`config.mk`:
```
export PLATFORM = sky130hd
export DESIGN_NAME = io_command_decoder
export DESIGN_NICKNAME = d
export VERILOG_FILES = /design/src/io_command_decoder_pkg.sv /design/src/xfer_if.sv /design/src/device_transfer_sequencer.sv /design/src/io_command_decoder.sv
export VERILOG_INCLUDE_DIRS = /design/src
export SDC_FILE = /design/constraint.sdc
export NUM_CORES = 1
export LEC_CHECK = 0
export BUFFER_PORTS_ARGS = -buffer_cell sky130_fd_sc_hd__buf_2
export CAP_MARGIN = 5
export CELL_PAD_IN_SITES_DETAIL_PLACEMENT = 0
export CELL_PAD_IN_SITES_GLOBAL_PLACEMENT = 1
export CORE_AREA = 2 2 110 112
export CTS_CLUSTER_SIZE = 10
export DETAILED_ROUTE_END_ITERATION = 7
export DIE_AREA = 0 0 112 114
export PLACE_DENSITY_LB_ADDON = 0.1
export SETUP_SLACK_MARGIN = 0.3
export SYNTH_ARGS = -nofsm -noshare
export SYNTH_HDL_FRONTEND = slang
export SYNTH_SLANG_ARGS = --single-unit
```
`constraint.sdc`:
```
create_clock -name i_core_clk -period 2.8 [get_ports i_core_clk]
set_input_delay 0.42 -clock i_core_clk [delete_from_list [all_inputs] [get_ports i_core_clk]]
set_output_delay 0.42 -clock i_core_clk [all_outputs]
set_load 0.01 [all_outputs]
```
`src/io_command_decoder_map.svh`:
```
// Command codes, control and status bit positions and reset values of the command decoder.
`ifndef IO_COMMAND_DECODER_MAP_SVH
`define IO_COMMAND_DECODER_MAP_SVH
`define CMD_READ 3'h0
`define CMD_SET_MASK 3'h1
`define CMD_TEST 3'h2
`define CMD_CLEAR_INT_ACTIVE 3'h3
`define CMD_WRITE 3'h4
`define CMD_START 3'h5
`define CMD_CONTROL 3'h6
`define CMD_SET_INT 3'h7
// Control word bits, as indices with bit 0 the least significant.
`define CW_MASTER_CLEAR 15
`define CW_CLEAR_ALL 14
`define CW_SEL_CLR_HI 13
`define CW_SEL_CLR_LO 11
`define CW_INITIATE 10
`define CW_DEV_CTL_HI 9
`define CW_DEV_CTL_LO 5
`define CW_XFER_INT 4
`define CW_STATUS_SEL 3
`define CW_BYTE_MODE 2
`define CW_INT_ENABLE 1
// Status word bits.
`define SW_START_OK 15
`define SW_RW_OK 14
`define SW_PENDING 13
`define SW_SEQ_HI 12
`define SW_SEQ_LO 11
`define SW_DEV_FLAG 10
// Interrupt status byte bits.
`define IS_SYSTEM 2
`define IS_XFER 4
`define CTL_RESET 16'h0000
`define MASK_RESET 1'b1
`endif

```
`src/io_command_decoder_pkg.sv`:
```
// Types shared by the command decoder and its device transfer sequencer.
`default_nettype none
package io_command_decoder_pkg;
	typedef enum logic [1:0] {SEQ_IDLE, SEQ_STROBE, SEQ_RELEASE, SEQ_DONE} seq_state_t;
endpackage
`default_nettype wire

```
`src/xfer_if.sv`:
```
// Handshake between the command decoder and the device transfer sequencer.
`timescale 1ns/1ns
`default_nettype none
interface xfer_if;
	import io_command_decoder_pkg::*;
	logic start_read;
	logic start_write;
	logic byte_mode;
	logic [15:0] wr_data;
	logic busy;
	logic done;
	logic [15:0] rd_data;
	seq_state_t seq;
	modport main (output start_read, output start_write, output byte_mode, output wr_data,
		input busy, input done, input rd_data, input seq);
	modport seq_side (input start_read, input start_write, input byte_mode, input wr_data,
		output busy, output done, output rd_data, output seq);
endinterface
`default_nettype wire

```
`src/device_transfer_sequencer.sv`:
```
// Moves one word, or two bytes, between the card and the external device.
`timescale 1ns/1ns
`default_nettype none
module device_transfer_sequencer
	import io_command_decoder_pkg::*;
(
	input wire logic i_core_clk,
	input wire logic i_reset,
	xfer_if.seq_side xf,
	input wire logic i_dev_flag,
	input wire logic [15:0] i_dev_data,
	output logic o_dev_strobe,
	output logic [15:0] o_dev_data
);
	`include "io_command_decoder_map.svh"
	seq_state_t state_r;
	logic rd_r;
	logic byte_r;
	logic half_r;
	logic done_r;
	logic [15:0] wr_r;
	logic [15:0] buf_r;

	assign xf.busy = (state_r != SEQ_IDLE);
	assign xf.done = done_r;
	assign xf.rd_data = buf_r;
	assign xf.seq = state_r;

	always_ff @(posedge i_core_clk)
	begin
		if (i_reset)
		begin
			state_r <= SEQ_IDLE;
			rd_r <= 1'b0;
			byte_r <= 1'b0;
			half_r <= 1'b0;
			done_r <= 1'b0;
			wr_r <= 16'h0000;
			buf_r <= 16'h0000;
			o_dev_strobe <= 1'b0;
			o_dev_data <= 16'h0000;
		end
		else
		begin
			done_r <= 1'b0;
			case (state_r)
				SEQ_IDLE:
					if (xf.start_read || xf.start_write)
					begin
						rd_r <= xf.start_read;
						byte_r <= xf.byte_mode;
						half_r <= 1'b0;
						wr_r <= xf.wr_data;
						// In byte mode the high byte goes first, on the low eight lines.
						o_dev_data <= xf.byte_mode ? {8'h00, xf.wr_data[15:8]} : xf.wr_data;
						o_dev_strobe <= 1'b1;
						state_r <= SEQ_STROBE;
					end
				SEQ_STROBE:
					if (i_dev_flag)
					begin
						if (rd_r && !byte_r)
							buf_r <= i_dev_data;
						else if (rd_r && !half_r)
							buf_r[15:8] <= i_dev_data[7:0];
						else if (rd_r)
							buf_r[7:0] <= i_dev_data[7:0];
						o_dev_strobe <= 1'b0;
						state_r <= SEQ_RELEASE;
					end
				SEQ_RELEASE:
					if (!i_dev_flag)
					begin
						if (byte_r && !half_r)
						begin
							half_r <= 1'b1;
							o_dev_data <= {8'h00, wr_r[7:0]};
							o_dev_strobe <= 1'b1;
							state_r <= SEQ_STROBE;
						end
						else
							state_r <= SEQ_DONE;
					end
				SEQ_DONE:
				begin
					done_r <= 1'b1;
					state_r <= SEQ_IDLE;
				end
				default:
					state_r <= SEQ_IDLE;
			endcase
		end
	end
endmodule
`default_nettype wire

```
`src/io_command_decoder.sv`:
```
// Decodes direct commands and channel orders for the parallel device interface card.
//
// The implementer's own choices: the plain strobed port and the register addresses.
`timescale 1ns/1ns
`default_nettype none
// Overview of operation
// - Control command loads all sixteen control bits.
// - Read returns input buffer only when ready.
// - Fetch one word or two packed bytes.
// - Set-interrupt sets system bit; request gated.
// - Start command hands control to channel.
// - Set-mask enables interrupts by jumper group.
// - Test command returns the status word.
// - Write rejected while ready bit low.
// - Accepted write sends word or two bytes.
// - Selected card answers with service-in.
// - Command codes decode per fixed table.
// - Clear-interrupt resets active state only.
// - Control order reloads full control word.
// - End order returns the status word.
// - Interrupt order sets system interrupt only.
// - Device side identical for both modes.
// - Jumpers fix select, priority, group, parity.
// - Ready bit low during any transfer.
// - Interrupt enable bit gates every request.
module io_command_decoder
	import io_command_decoder_pkg::*;
(
	input wire logic i_core_clk,
	input wire logic i_reset,
	input wire logic [2:0] i_command_code,
	input wire logic [7:0] i_card_select_number,
	input wire logic i_service_out,
	input wire logic [15:0] i_data_out,
	input wire logic i_chan_control,
	input wire logic i_chan_end,
	input wire logic i_chan_interrupt,
	input wire logic i_chan_read,
	input wire logic i_chan_sense,
	input wire logic i_chan_write,
	input wire logic i_int_ack,
	input wire logic [7:0] i_jumper_select,
	input wire logic [3:0] i_jumper_mask_group,
	input wire logic [3:0] i_jumper_priority,
	input wire logic i_jumper_parity,
	input wire logic i_dev_flag,
	input wire logic [15:0] i_dev_data,
	input wire logic [7:0] i_dev_status,
	output logic o_service_in,
	output logic [15:0] o_data_in,
	output logic o_data_valid,
	output logic o_reject,
	output logic o_irq_request,
	output logic o_channel_active,
	output logic [3:0] o_priority,
	output logic o_dispatch_parity,
	output logic [4:0] o_dev_control,
	output logic o_dev_strobe,
	output logic [15:0] o_dev_data
);
	`include "io_command_decoder_map.svh"
	xfer_if xf ();
	logic [15:0] ctl_r;
	logic [7:0] int_stat_r;
	logic int_active_r;
	logic mask_en_r;
	logic chan_active_r;
	logic cmd_take;
	logic dir;
	logic do_ctl;
	logic do_rd;
	logic do_wr;
	logic do_sense;
	logic do_setint;
	logic do_mask;
	logic do_clrint;
	logic do_start;
	logic rw_ok;
	logic pending;
	logic [7:0] set_v;
	logic [7:0] clr_v;
	logic [15:0] status_w;

	// A command is taken only by this card, with the qualifier up and the last answer released.
	assign cmd_take = i_service_out && (i_card_select_number == i_jumper_select) && !o_service_in;
	// While the channel owns the card, direct data and control commands are ignored.
	assign dir = cmd_take && !chan_active_r;
	assign do_ctl = (dir && i_command_code == `CMD_CONTROL) || (i_chan_control && chan_active_r);
	assign do_rd = (dir && i_command_code == `CMD_READ) || (i_chan_read && chan_active_r);
	assign do_wr = (dir && i_command_code == `CMD_WRITE) || (i_chan_write && chan_active_r);
	assign do_sense = (cmd_take && i_command_code == `CMD_TEST)
		|| (chan_active_r && (i_chan_sense || i_chan_end));
	assign do_setint = (cmd_take && i_command_code == `CMD_SET_INT)
		|| (i_chan_interrupt && chan_active_r);
	assign do_mask = cmd_take && i_command_code == `CMD_SET_MASK;
	assign do_clrint = cmd_take && i_command_code == `CMD_CLEAR_INT_ACTIVE;
	assign do_start = cmd_take && i_command_code == `CMD_START && !chan_active_r;
	assign rw_ok = !xf.busy;
	assign pending = |int_stat_r;
	assign status_w = {!chan_active_r, rw_ok, pending, xf.seq, i_dev_flag, 2'b00,
		ctl_r[`CW_STATUS_SEL] ? i_dev_status : int_stat_r};

	// Initiate bit fetches the next input word; a write is passed on only when ready.
	assign xf.start_read = do_ctl && i_data_out[`CW_INITIATE] && rw_ok;
	assign xf.start_write = do_wr && rw_ok;
	assign xf.byte_mode = do_ctl ? i_data_out[`CW_BYTE_MODE] : ctl_r[`CW_BYTE_MODE];
	assign xf.wr_data = i_data_out;

	device_transfer_sequencer u_seq (
		.i_core_clk(i_core_clk),
		.i_reset(i_reset),
		.xf(xf.seq_side),
		.i_dev_flag(i_dev_flag),
		.i_dev_data(i_dev_data),
		.o_dev_strobe(o_dev_strobe),
		.o_dev_data(o_dev_data)
	);

	always_comb
	begin
		set_v = 8'h00;
		set_v[`IS_SYSTEM] = do_setint;
		set_v[`IS_XFER] = xf.done && ctl_r[`CW_XFER_INT];
		clr_v = 8'h00;
		if (do_ctl && (i_data_out[`CW_MASTER_CLEAR] || i_data_out[`CW_CLEAR_ALL]))
			clr_v = 8'hff;
		else if (do_ctl)
		begin
			case (i_data_out[`CW_SEL_CLR_HI:`CW_SEL_CLR_LO])
				3'h1: clr_v = 8'h03;
				3'h2: clr_v = 8'h04;
				3'h3: clr_v = 8'h08;
				3'h4: clr_v = 8'h10;
				3'h5: clr_v = 8'h80;
				3'h6: clr_v = 8'h40;
				3'h7: clr_v = 8'h20;
				default: clr_v = 8'h00;
			endcase
		end
	end

	// Control word: every load replaces all bits.
	always_ff @(posedge i_core_clk)
	begin
		if (i_reset)
			ctl_r <= `CTL_RESET;
		else if (do_ctl)
			ctl_r <= i_data_out;
	end

	// Interrupt status: a set in the same cycle as a clear wins.
	always_ff @(posedge i_core_clk)
	begin
		if (i_reset)
			int_stat_r <= 8'h00;
		else
			int_stat_r <= (int_stat_r & ~clr_v) | set_v;
	end

	// Interrupt active: set when the host takes the request, cleared by the clear command or by a master clear in the control word.
	always_ff @(posedge i_core_clk)
	begin
		if (i_reset)
			int_active_r <= 1'b0;
		else if (i_int_ack && o_irq_request)
			int_active_r <= 1'b1;
		else if (do_clrint || (do_ctl && i_data_out[`CW_MASTER_CLEAR]))
			int_active_r <= 1'b0;
	end

	always_ff @(posedge i_core_clk)
	begin
		if (i_reset)
			mask_en_r <= `MASK_RESET;
		else if (do_mask)
			mask_en_r <= i_data_out[i_jumper_mask_group];
	end

	always_ff @(posedge i_core_clk)
	begin
		if (i_reset)
			o_irq_request <= 1'b0;
		else
			o_irq_request <= pending && ctl_r[`CW_INT_ENABLE] && mask_en_r && !int_active_r;
	end

	always_ff @(posedge i_core_clk)
	begin
		if (i_reset)
			chan_active_r <= 1'b0;
		else if (do_start)
			chan_active_r <= 1'b1;
		else if (i_chan_end && chan_active_r)
			chan_active_r <= 1'b0;
	end

	// Service-in rises on a taken command and falls once service-out is withdrawn.
	always_ff @(posedge i_core_clk)
	begin
		if (i_reset)
			o_service_in <= 1'b0;
		else if (cmd_take)
			o_service_in <= 1'b1;
		else if (!i_service_out)
			o_service_in <= 1'b0;
	end

	// Data toward the host: input buffer on a ready read, status on test, sense or end.
	always_ff @(posedge i_core_clk)
	begin
		if (i_reset)
		begin
			o_data_in <= 16'h0000;
			o_data_valid <= 1'b0;
			o_reject <= 1'b0;
		end
		else
		begin
			o_data_valid <= (do_rd && rw_ok) || do_sense;
			o_reject <= (do_rd || do_wr) && !rw_ok;
			if (do_rd && rw_ok)
				o_data_in <= xf.rd_data;
			else if (do_sense)
				o_data_in <= status_w;
		end
	end

	always_ff @(posedge i_core_clk)
	begin
		if (i_reset)
		begin
			o_channel_active <= 1'b0;
			o_priority <= 4'h0;
			o_dispatch_parity <= 1'b0;
			o_dev_control <= 5'h00;
		end
		else
		begin
			o_channel_active <= chan_active_r;
			o_priority <= i_jumper_priority;
			o_dispatch_parity <= i_jumper_parity;
			o_dev_control <= ctl_r[`CW_DEV_CTL_HI:`CW_DEV_CTL_LO];
		end
	end
endmodule
`default_nettype wire

```
### Word-level counts from Yosys, hierarchy flattened

Index checks and enable logic that the tools add are counted.

| storage, ports and cells | value |
|---|---|
| bits in registers | 99 |
| latch bits | 0 |
| bits in writable memories | 0 |
| ROM bits | 0 |
| input bits | 79 |
| output and inout port bits | 48 |
| word-level logic and storage cells | 156 |
| memories kept | 0 |

| operators by class | value |
|---|---|
| add/sub/neg operators | 0 |
| $mul | 0 |
| divide/modulo/power cells | 0 |
| magnitude comparators | 1 |
| eq/ne operators | 24 |
| shift operators | 0 |
| mux-type cells | 37 |
| bitwise logic cells | 3 |
| reductions and logical operators | 67 |

Operators with widths:

| cell | number |
|---|---|
| $mux W16 | 7 |
| $pmux W8 S7 | 1 |
| $mux W8 | 6 |
| $logic_and A1 B1 Y1 | 33 |
| $pmux W16 S2 | 1 |
| $eq A3 B3 Y1 const B | 8 |
| $mux W1 | 14 |
| $reduce_bool A2 Y1 | 7 |
| $eq A3 B2 Y1 const B | 4 |
| $logic_or A1 B1 Y1 | 11 |
| $and A8 B8 Y8 | 1 |
| $eq A8 B8 Y1 | 1 |
| $mux W2 | 4 |
| $ne A2 B1 Y1 const B | 4 |
| $not A8 Y8 | 1 |
| $or A8 B5 Y8 | 1 |
| $pmux W2 S4 | 1 |
| $reduce_and A4 Y1 | 2 |
| $reduce_or A8 Y1 | 1 |
| $eq A3 B1 Y1 const B | 2 |
| $logic_not A1 Y1 | 6 |
| $reduce_and A3 Y1 | 2 |
| $lt A4 B5 Y1 const B | 1 |
| $reduce_and A5 Y1 | 1 |
| 10 further kinds | 12 |

### Longest topological paths before layout

Gate-level depths: netlist of run 1.

| depth | value |
|---|---|
| depth in word-level cells | 11 |
| gate-level depth with buffers | 9 |

### Modules after synthesis

Synthesis of run 1 repeated with hierarchy kept, for this count alone.

| unflattened totals | value |
|---|---|
| cells, all modules | 496 |
| area total of the unflattened synthesis | 4,775.8 um2 |

By module, submodules not included:

| module | instances | cells each | area each (um2) | sequential area each (um2) |
|---|---|---|---|---|
| io_command_decoder | 1 | 252 | 2,536.2 | 1,021.0 |
| device_transfer_sequencer | 1 | 244 | 2,239.6 | 940.9 |

### Least setup slack after synthesis of run 1

No wires, ideal clock.

| path | value |
|---|---|
| path type | input to register |
| start | in i_jumper_select[7] |
| end | reg u_seq.o_dev_data[10] |
| library setup time | 59 ps |
| arrival time | 2,267 ps |
| data required time | 2,741 ps |
| setup slack | 475 ps |
| cell stages on the path | 8 |
| buffers on the path | 2 |
| cells stage by stage | xor2_1 -> or4_4 -> or3_1 -> a31oi_1 -> buf_4 -> and3_1 -> buf_6 -> a22o_1 |

| on the way | value |
|---|---|
| word-level cells in the longest chain between the ends | 11 |
| elaborated cells between the ends (all ways) | 18 |
| classes of those cells | eq/ne: 2; mux: 4; reduce/logical: 12 |

RTL lines:

| element | line | source |
|---|---|---|
| start, declared | io_command_decoder.sv:42 | `input wire logic [7:0] i_jumper_select,` |
| $eq A8 B8 Y1 * | io_command_decoder.sv:85 | `assign cmd_take = i_service_out && (i_card_select_number == i_jumper_select) && !o_service_in;` |
| $logic_and A1 B1 Y1 * (2 in series) | io_command_decoder.sv:85 |  |
| $logic_and A1 B1 Y1 * | io_command_decoder.sv:87 | `assign dir = cmd_take && !chan_active_r;` |
| $logic_and A1 B1 Y1 (no source line) | n/a |  |
| $logic_or A1 B1 Y1 | io_command_decoder.sv:88 | `` assign do_ctl = (dir && i_command_code == `CMD_CONTROL) \|\| (i_chan_control && chan_active_r); `` |
| $logic_and A1 B1 Y1 (2 in series) | io_command_decoder.sv:104 | `` assign xf.start_read = do_ctl && i_data_out[`CW_INITIATE] && rw_ok; `` |
| $logic_or A1 B1 Y1 | device_transfer_sequencer.sv:48 | `if (xf.start_read \|\| xf.start_write)` |
| $ne A2 B1 Y1 (no source line) | n/a |  |
| $reduce_and A4 Y1 (no source line) | n/a |  |
| end signal, assigned | device_transfer_sequencer.sv:55 | `o_dev_data <= xf.byte_mode ? {8'h00, xf.wr_data[15:8]} : xf.wr_data;` |
| end signal, assigned | device_transfer_sequencer.sv:77 | `o_dev_data <= {8'h00, wr_r[7:0]};` |
| end, declared | device_transfer_sequencer.sv:13 | `output logic [15:0] o_dev_data` |

Every way passes the cells marked *; elsewhere a longest branch is shown, timed or not. The select of a mux whose other input is x is not followed.
A chain may end at the register's enable or synchronous reset.

### Worst setup path in the final report of run 1

| path | value |
|---|---|
| start | reg o_service_in |
| end | reg u_seq.o_dev_data[15] |

| on the way | value |
|---|---|
| word-level cells in the longest chain between the ends | 10 |
| elaborated cells between the ends (all ways) | 17 |
| classes of those cells | eq/ne: 1; mux: 4; reduce/logical: 12 |

RTL lines:

| element | line | source |
|---|---|---|
| start, declared | io_command_decoder.sv:49 | `output logic o_service_in,` |
| start signal, assigned | io_command_decoder.sv:201 | `o_service_in <= 1'b0;` |
| start signal, assigned | io_command_decoder.sv:203 | `o_service_in <= 1'b1;` |
| start signal, assigned | io_command_decoder.sv:205 | `o_service_in <= 1'b0;` |
| $logic_not A1 Y1 * | io_command_decoder.sv:85 |  |
| $logic_and A1 B1 Y1 * | io_command_decoder.sv:85 |  |
| $logic_and A1 B1 Y1 * | io_command_decoder.sv:87 |  |
| $logic_and A1 B1 Y1 (no source line) | n/a |  |
| $logic_or A1 B1 Y1 | io_command_decoder.sv:88 |  |
| $logic_and A1 B1 Y1 (2 in series) | io_command_decoder.sv:104 |  |
| $logic_or A1 B1 Y1 | device_transfer_sequencer.sv:48 |  |
| $ne A2 B1 Y1 (no source line) | n/a |  |
| $reduce_and A4 Y1 (no source line) | n/a |  |

Marks and branches as above.

==> results of run 1 <==
## layout by cell type (no fill, tap or decap), types with 2 or more instances in the layout
| master | Yosys | routed |
|---|---|---|
| o21ai_0 | 15 | 15 |
| a211oi_1 | 12 | 12 |
| o211a_1 | 2 | 2 |
| nor4_1 | 5 | 5 |
| nor2_2 | 1 | 2 |
| a32o_1 | 7 | 7 |
| nor3_1 | 3 | 3 |
| o31ai_1 | 3 | 3 |
| or4_4 | 2 | 2 |
| buf_2 | 4 | 126 |
| a21oi_1 | 41 | 41 |
| dfxtp_1 | 98 | 98 |
| a31oi_1 | 6 | 6 |
| a21o_1 | 2 | 2 |
| nor2b_1 | 16 | 16 |
| nand2b_1 | 5 | 5 |
| nand3b_1 | 2 | 2 |
| clkinv_2 | 0 | 2 |
| buf_4 | 1 | 19 |
| a22o_1 | 8 | 8 |
| o21a_1 | 2 | 2 |
| mux2i_1 | 35 | 35 |
| xor2_1 | 8 | 8 |
| o311a_1 | 5 | 5 |
| or3_1 | 10 | 10 |
| clkbuf_8 | 0 | 2 |
| or2_2 | 2 | 2 |
| o211ai_1 | 8 | 8 |
| o221ai_1 | 2 | 2 |
| nand3_1 | 9 | 9 |
| mux4_2 | 5 | 5 |
| inv_1 | 8 | 8 |
| nor2_1 | 48 | 47 |
| and2_1 | 6 | 6 |
| clkbuf_16 | 0 | 9 |
| nand2_1 | 57 | 57 |
| or4_1 | 2 | 2 |
## logic make-up (layout without fill, tap and decap cells)
logic type / count (synthesis) / count (layout) / share of synthesized area (%)
DFF: 98 / 98 / 45.6
AOI/OAI and AO/OA: 122 / 122 / 19.3
and+or+nand+nor: 172 / 172 / 19.1
xor gates and xnor gates: 8 / 8 / 1.63
muxes: 40 / 40 / 10.8
buffers and inverters: 37 / 170 / 3.61
## per-stage QoR
step	std cells	util [%]	hold slack, ns	power (uW)	setup WS [ns]
after floorplan	477	-	0.395	1510	0.475
final	757	46.5	0.282	2850	0.507
after global placement	741	43.8	0.412	1620	0.168
after detailed placement	741	43.8	0.411	1620	0.0901
after global routing	757	46.5	0.298	2960	0.400
after CTS	757	46.5	0.273	2880	0.423
## area by class of cell
class,instances,area [um^2]
clock buffers,12,256
clock inverters,4,48.8
fillers,1193,6270
inverters,9,33.8
multi-input cells,342,2190
flip-flops and latches,98,1960
well taps,147,184
repair buffers,145,773
## registers in the layout (all words and copies together), names as in the netlist, 2 cells and up
register          flops
int_stat_r            8
u_seq.xf.seq          2
u_seq.xf.rd_data     16
o_data_in            16
ctl_r                 9
u_seq.o_dev_data     16
o_dev_control         5
o_priority            4
u_seq.wr_r            8
## worst max-delay path by stage
stage | start | endpoint | slack (ns)
6_report | o_service_in$_SDFFE_PP0P_ | u_seq.o_dev_data[15]$_SDFFE_PP0P_ | 0.51
5_1_grt | o_service_in$_SDFFE_PP0P_ | u_seq.o_dev_data[11]$_SDFFE_PP0P_ | 0.40
4_1_cts | u_seq.xf.seq[1]$_SDFFE_PP0P_ | u_seq.o_dev_data[15]$_SDFFE_PP0P_ | 0.42
3_5_place_dp | i_jumper_select[7] | u_seq.o_dev_data[15]$_SDFFE_PP0P_ | 0.09
3_3_place_gp | i_jumper_select[7] | u_seq.o_dev_data[10]$_SDFFE_PP0P_ | 0.17
2_1_floorplan | i_jumper_select[7] | u_seq.o_dev_data[10]$_SDFFE_PP0P_ | 0.47
## layer usage
metal	part of all wire, %	track usage, %	vias up
met5	0	0	-
met3	5.5	4.62	9
met2	45	31.6	97
met4	0.95	5.12	0
li1	-	-	1984
met1	48	27.2	1859
## power by group
group          switching (uW)  leakage [uW]  internal (uW)  total [uW]
clock                     523      0.000153            742        1260
sequential               1.15      0.000790           1400        1400
combinational             103       0.00137           82.7         186
==> results.yml, run 1 <==
yosys:
  syn_area_mm2: 0.00430
  yosys-top-cells-area: "dfxtp_1 (46%), mux2i_1 (8.1%), nand2_1 (5.0%)"
  syn_nets: 556
  synth_top_cell_by_area: "dfxtp_1"
  synth_flop_cell: "dfxtp_1"
  synth-seq-area-share_pct: 45.6
  synth.top_cell.area_share_pct: 45.6
  netlist_top_cells_count: "dfxtp_1 (98), nand2_1 (57), nor2_1 (48), a21oi_1 (41), mux2i_1 (35)"
  netlist_instances: 477
  yosys_warnings: 0
  ys_types: 51
  async_reset_ff_share_pct: 0
  synth_edf_count: 0
  synth.most_common_cell: "dfxtp_1"
  avgSynthCellArea_um2: 9.01
  ys_ff_latch: 98
power:
  p_leak_uw: 0.00231
  peakVddDrop_v: 0.000261
  pwr_density_cell_mw_per_mm2: 523
sta:
  fmax_mhz: 436
  relSlewSlack_pct: 41.2
  min_period_ns: 2.29
  tns_ns: 0
  tightest_slew_ns: 0.883
  period_share_pct: 81.9
  slew_viol_final: 0
  finalSetupViolCount: 0
  rsz0062_at_grt: "no"
  hold_viol: 0
  finalClockSkew_ns: 0.00789
global_route:
  grt_overflow: 0
  antenna_found_initial: 0
  grt_pass1_wl_um: 19800
  grt_pass1_vias: 3812
  grt_max_degree: 53
  gr-usage-all-layers_pct: 19.8
cells_and_area:
  diodes: 0
  drive_gt1_share_pct: 28.7
  stdcell_area_mm2: 0.00544
  area_delta_synth_final_pct: 26.6
  fin_nets: 684
critical_path:
  rr_worst_depth: 7
  required_ns: 3.04
  r2r_end: "u_seq.o_dev_data[15]$_SDFFE_PP0P_"
  worstPathCellList: "nand2b_1, or4b_2, o31ai_1, a31oi_1, buf_4, and3_2, a22o_1"
  crit_path_start_kind: "flop"
  cp.depth: 7
  cp.arrival_ns: 2.53
  critPathCaptureType: "flop"
  path_buf_inv: 1
  cp_top_family: "simple AND/OR/NAND/NOR gates"
  reg2reg_slack_ns: 0.51
  crit_path_top_delay_cell: "or4b_2"
  r2r_start: "o_service_in$_SDFFE_PP0P_"
  path_max_fanout: 10
  cpPeakStageDelay_ns: 0.66
  worst-setup-path-type: "reg2reg"
drt:
  wl_per_cell_um: 16.5
  wirelength_um: 12500
  drc_errors: 0
  drt_iter0_drc: 205
  num_vias: 3949
  dr.pass1.iters: 4
  vias_per_cell: 5.22
  antenna_left: 0
clocking:
  cts_tree: "built"
  numCtsBuffers: 9
  post-cts-setup-buffers: 0
  clock_sink_count: 98
  root_buffer: "clkbuf_16"
  hold_buffers: 0
  cts.repair.resized: 0
  clk_latency_ns: 0.34
  clkTransAtPathRegs_ns: 0.07
  cts_buffer_depth: 2
  h-tree-depth: 3
placement:
  portBuffers: 126
  dpl.hpwl_um: 9360
  place.gp.congestion: 0.795
  placed_area_mm2: 0.00513
min_path:
  hp-class: "in2reg"
  hold-path-cell-count: 2
  holdPathEnd: "o_priority[3]$_SDFF_PP0_"
  min-delay-start: "i_jumper_priority[3]"
floorplan:
  coreArea_mm2: 0.0117
  io-pin-count: 127
  rows: 40
  die_x_um: 112
  dieArea_mm2: 0.0128
  die_height_um: 114
  start_util_pct: 36.7
status:
  status: "completed"
run:
  maxCapViolations: 0
Power figures use the tool's default switching activity.
==> run 2, diff against run 1 <==
- ABC_AREA: unset -> 1
- CORE_AREA: 2 2 110 112 -> 2 2 121 123
- DIE_AREA: 0 0 112 114 -> 0 0 123 125
- clock period: 2.8 -> 2.1 ns (I/O delays scaled with it)
==> results.yml, run 2 <==
yosys:
  synth.most_common_cell: "nand2_1"
  syn_area_mm2: 0.00458
  synth_flop_cell: "dfxtp_1"
  ys_ff_latch: 98
  ys_types: 35
  netlist_instances: 672
  syn_nets: 751
  avgSynthCellArea_um2: 6.82
  synth_top_cell_by_area: "dfxtp_1"
  async_reset_ff_share_pct: 0
  synth_edf_count: 0
  yosys-top-cells-area: "dfxtp_1 (43%), nand2_1 (12%), a21oi_1 (7.4%)"
  yosys_warnings: 0
  synth-seq-area-share_pct: 42.8
  synth.top_cell.area_share_pct: 42.8
  netlist_top_cells_count: "nand2_1 (149), dfxtp_1 (98), nor2_1 (88), inv_1 (69), a21oi_1 (68)"
clocking:
  h-tree-depth: 3
  hold_buffers: 0
  clk_latency_ns: 0.35
  clock_sink_count: 98
  numCtsBuffers: 9
  clkTransAtPathRegs_ns: 0.07
  cts_buffer_depth: 2
  root_buffer: "clkbuf_16"
  cts_tree: "built"
critical_path:
  worst-setup-path-type: "reg2reg"
  required_ns: 2.35
  cp.arrival_ns: 1.91
  path_max_fanout: 14
  critPathCaptureType: "flop"
  crit_path_start_kind: "flop"
sta:
  rsz0062_at_grt: "yes"
  timing.hold.ws_ns: 0.165
  hold_viol: 0
  period_share_pct: 79.4
  tns_ns: 0
  tightest_slew_ns: 0.580
  fmax_mhz: 600
  slew_viol_final: 0
  finalSetupViolCount: 0
  finalClockSkew_ns: 0.00815
  relSlewSlack_pct: 61.3
  min_period_ns: 1.67
cells_and_area:
  area_delta_synth_final_pct: 28.7
  mostFrequentLayoutCells: "nand2_1 (147), buf_2 (127), dfxtp_1 (97)"
  final_common_cell: "nand2_1"
  fin_nets: 883
  fillers: 1543
  seqCellArea_mm2: 0.00196
  multi_input_area_mm2: 0.00224
  drive_gt1_share_pct: 25.3
  diodes: 0
drt:
  vias_per_cell: 4.77
  drt_iter0_drc: 196
  num_vias: 4735
  antenna_left: 0
  drc_errors: 0
  wl_per_cell_um: 14.4
  wirelength_um: 14300
  dr.pass1.iters: 4
placement:
  dpl.hpwl_um: 10700
  place.gp.congestion: 0.854
  portBuffers: 126
power:
  pwr_density_cell_mw_per_mm2: 664
  p_leak_uw: 0.00285
  peakVddDrop_v: 0.000438
floorplan:
  die_height_um: 125
  io-pin-count: 127
  dieArea_mm2: 0.0154
  rows: 44
  die_x_um: 123
  start_util_pct: 32.2
  coreArea_mm2: 0.0142
global_route:
  grt_pass1_vias: 4546
  grt_pass1_wl_um: 22700
  antenna_found_initial: 0
  grt_max_degree: 52
  gr-usage-all-layers_pct: 18.9
  grt_overflow: 0
run:
  maxCapViolations: 0
min_path:
  hp-class: "in2reg"
status:
  status: "completed"
==> run 2: logic make-up after synthesis <==
logic type,after synthesis,share of synthesized area [%]
compound gates,126,14.3
buf+inv,107,9.59
flops,98,42.8
mux,5,1.23
simple gates,336,32.0
==> run 2: critical path, stage by stage (launching register included) <==
cell and delay, ns:
dfxtp_1 0.35, nor2_2 0.38, nand2_1 0.17, nand3_2 0.15
nand3_4 0.13, buf_12 0.19, nor2_1 0.13, nor2_1 0.05
==> run 2: cell type report <==
cell class	instances	share of cell area, %
sequential	98	33.3
multi-input combinational	467	38.0
clock buffer	12	4.35
timing repair buffer	150	14.5
tap	184	3.90
inverter	78	5.09
clock inverter	4	0.828
==> run 2: final timing paths <==
| kind | start | to | slack (ns) | cells after the start |
|---|---|---|---|---|
| worst max-delay path | u_seq.xf.seq[0]$_SDFFE_PP0P_ | u_seq.o_dev_data[7]$_SDFFE_PP0P_ | 0.43 | 7 |
| worst min-delay path | i_chan_end | chan_active_r$_SDFFE_PP0P_ | 0.16 | 2 |
| worst max register to register | u_seq.xf.seq[0]$_SDFFE_PP0P_ | u_seq.o_dev_data[7]$_SDFFE_PP0P_ | 0.43 | 7 |
| worst min register to register | ctl_r[7]$_SDFFE_PP0P_ | o_dev_control[2]$_SDFF_PP0_ | 0.42 | 2 |
==> run 2: repair_timing <==
item,4_1_cts,5_1_grt
setup buffers,0,1
endpoints found under the setup margin,0,42
gates resized for setup,0,24
==> run 2: routing by layer <==
layer	wire (um)	GRT usage, %
met4	243	6.82
met2	7030	32.2
met5	0	0
met3	632	2.69
met1	6390	24.1
==> run 2: power breakdown <==
part           internal [uW]  total (uW)  switching, uW
registers               1870        1880           6.82
logic                    122         318            196
clock network            990        1720            726
total                   2980        3910            928
==> run 2: metrics by stage <==
step / total power (uW) / util (%) / setup slack [ns] / area (um^2) / std cells
floorplan: 2070 / - / 0.417 / 4580 / 672
global placement: 2240 / 38.7 / 0.107 / 5500 / 975
detailed placement: 2240 / 38.7 / 0.0868 / 5500 / 975
CTS: 3970 / 40.9 / 0.349 / 5800 / 991
global route: 4080 / 41.5 / 0.263 / 5900 / 993
finish: 3910 / 41.5 / 0.434 / 5900 / 993
==> run 3, diff against run 2 <==
- CORE_AREA: 2 2 121 123 -> 2 2 116 118
- DIE_AREA: 0 0 123 125 -> 0 0 118 120
- clock period: 2.1 -> 1.7 ns (I/O delays scaled with it)
==> results.yml, run 3 (synthesized netlist as in run 2, its figures left out) <==
cells_and_area:
  mostFrequentLayoutCells: "nand2_1 (115), buf_2 (112), dfxtp_1 (94)"
  diodes: 0
  area_delta_synth_final_pct: 53.7
  drive_gt1_share_pct: 41.4
  stdcell_area_mm2: 0.00704
  final_common_cell: "nand2_1"
  fin_util_pct: 54.2
  fin_nets: 926
critical_path:
  worst-setup-path-type: "in2reg"
  cp.arrival_ns: 1.77
  required_ns: 1.94
  path_max_fanout: 6
  critPathCaptureType: "flop"
  reg2reg_slack_ns: 0.19
  crit_path_start_kind: "input pin"
drt:
  vias_per_cell: 4.83
  drc_errors: 0
  drt_iter0_drc: 235
  antenna_left: 0
  num_vias: 4961
  dr.pass1.iters: 5
  wl_per_cell_um: 14.4
  wirelength_um: 14800
clocking:
  h-tree-depth: 3
  cts_buffer_depth: 2
  clkTransAtPathRegs_ns: 0.06
  numCtsBuffers: 9
  clk_latency_ns: 0.35
  cts_tree: "built"
  root_buffer: "clkbuf_16"
  clock_sink_count: 98
floorplan:
  die_height_um: 120
  rows: 42
  dieArea_mm2: 0.0142
  io-pin-count: 127
  die_x_um: 118
  start_util_pct: 35.3
  coreArea_mm2: 0.0130
placement:
  placed_area_mm2: 0.00575
  portBuffers: 126
  dpl.hpwl_um: 10600
  place.gp.congestion: 0.843
global_route:
  grt_pass1_vias: 4662
  grt_max_degree: 49
  grt_overflow: 0
  antenna_found_initial: 0
  gr-usage-all-layers_pct: 20.0
  grt_pass1_wl_um: 22300
sta:
  finalSetupViolCount: 0
  min_period_ns: 1.53
  slew_viol_final: 0
  hold_viol: 0
  rsz0062_at_grt: "yes"
  timing.hold.ws_ns: 0.110
  fmax_mhz: 654
  relSlewSlack_pct: 72.1
  tightest_slew_ns: 0.419
  tns_ns: 0
  finalClockSkew_ns: 0.00722
  period_share_pct: 89.9
min_path:
  hp-class: "in2reg"
power:
  p_leak_uw: 0.00323
  peakVddDrop_v: 0.000480
  pwr_density_cell_mw_per_mm2: 687
run:
  maxCapViolations: 0
status:
  status: "completed"
run 3: path summary, 6_finish.rpt:
path	start	end	depth (start not counted)
hold reg to reg	ctl_r[7]$_SDFFE_PP0P_	o_dev_control[2]$_SDFF_PP0_	2
setup / recovery	i_card_select_number[2]	o_data_in[13]$_SDFFE_PP0P_	16
setup reg to reg	u_seq.half_r$_SDFFE_PP0P_	u_seq.o_dev_data[0]$_SDFFE_PP0P_	9
hold / removal	i_jumper_priority[0]	o_priority[0]$_SDFF_PP0_	3
run 3: critical path, cell delays in order:
cell and delay [ns]:
buf_8 0.10, nand2_2 0.05, nand2_1 0.05, nor2_1 0.10, nand2_1 0.09, nor2_4 0.19
nand2_2 0.11, nor2_4 0.13, nand3_2 0.09, nand2_4 0.11, nand2_8 0.10, buf_6 0.15
nand2_1 0.05, nand2_1 0.05, nor2_1 0.09, nor2_1 0.05
run 3: cell type report:
cell class	count	area, um^2
flip-flops and latches	98	1970
fillers	1272	5940
well taps	176	220
multi-input cells	469	2750
repair inverters	1	6.26
clock buffers	10	239
inverters	78	344
clock inverters	5	55.1
repair buffers	190	1460
run 3: report_power, final:
group,internal (uW),leakage (uW),switching [uW],total [uW]
registers,2310,0.000793,9.77,2320
logic,210,0.00230,281,492
clock network,1170,0.000140,856,2020
total,3690,0.00323,1150,4840
run 3: repair_timing:
action / CTS / global route
setup buffers: 4 / 12
pin swaps: 7 / 67
resized for setup: 38 / 172
hold buffers: 0 / 0
cloned: 2 / 6
endpoints found under the setup margin: 79 / 82
run 3: stage by stage:
step | cells | setup slack, ns | power [uW]
2_1_floorplan | 672 | 0.108 | 2570
3_5_place_dp | 988 | -0.286 | 2790
5_1_grt | 1027 | 0.0424 | 5020
6_report | 1027 | 0.171 | 4840
3_3_place_gp | 988 | -0.245 | 2780
4_1_cts | 1009 | 0.149 | 4830
run 3: routing by layer:
metal  global-route usage, %  routed length [um]  vias to the layer above
met4                    7.30                 297                        0
met2                    34.6                7370                      109
li1                        -                   -                     2539
met1                    24.1                6510                     2289
met3                    4.66                 606                       24
met5                       0                   0                        -
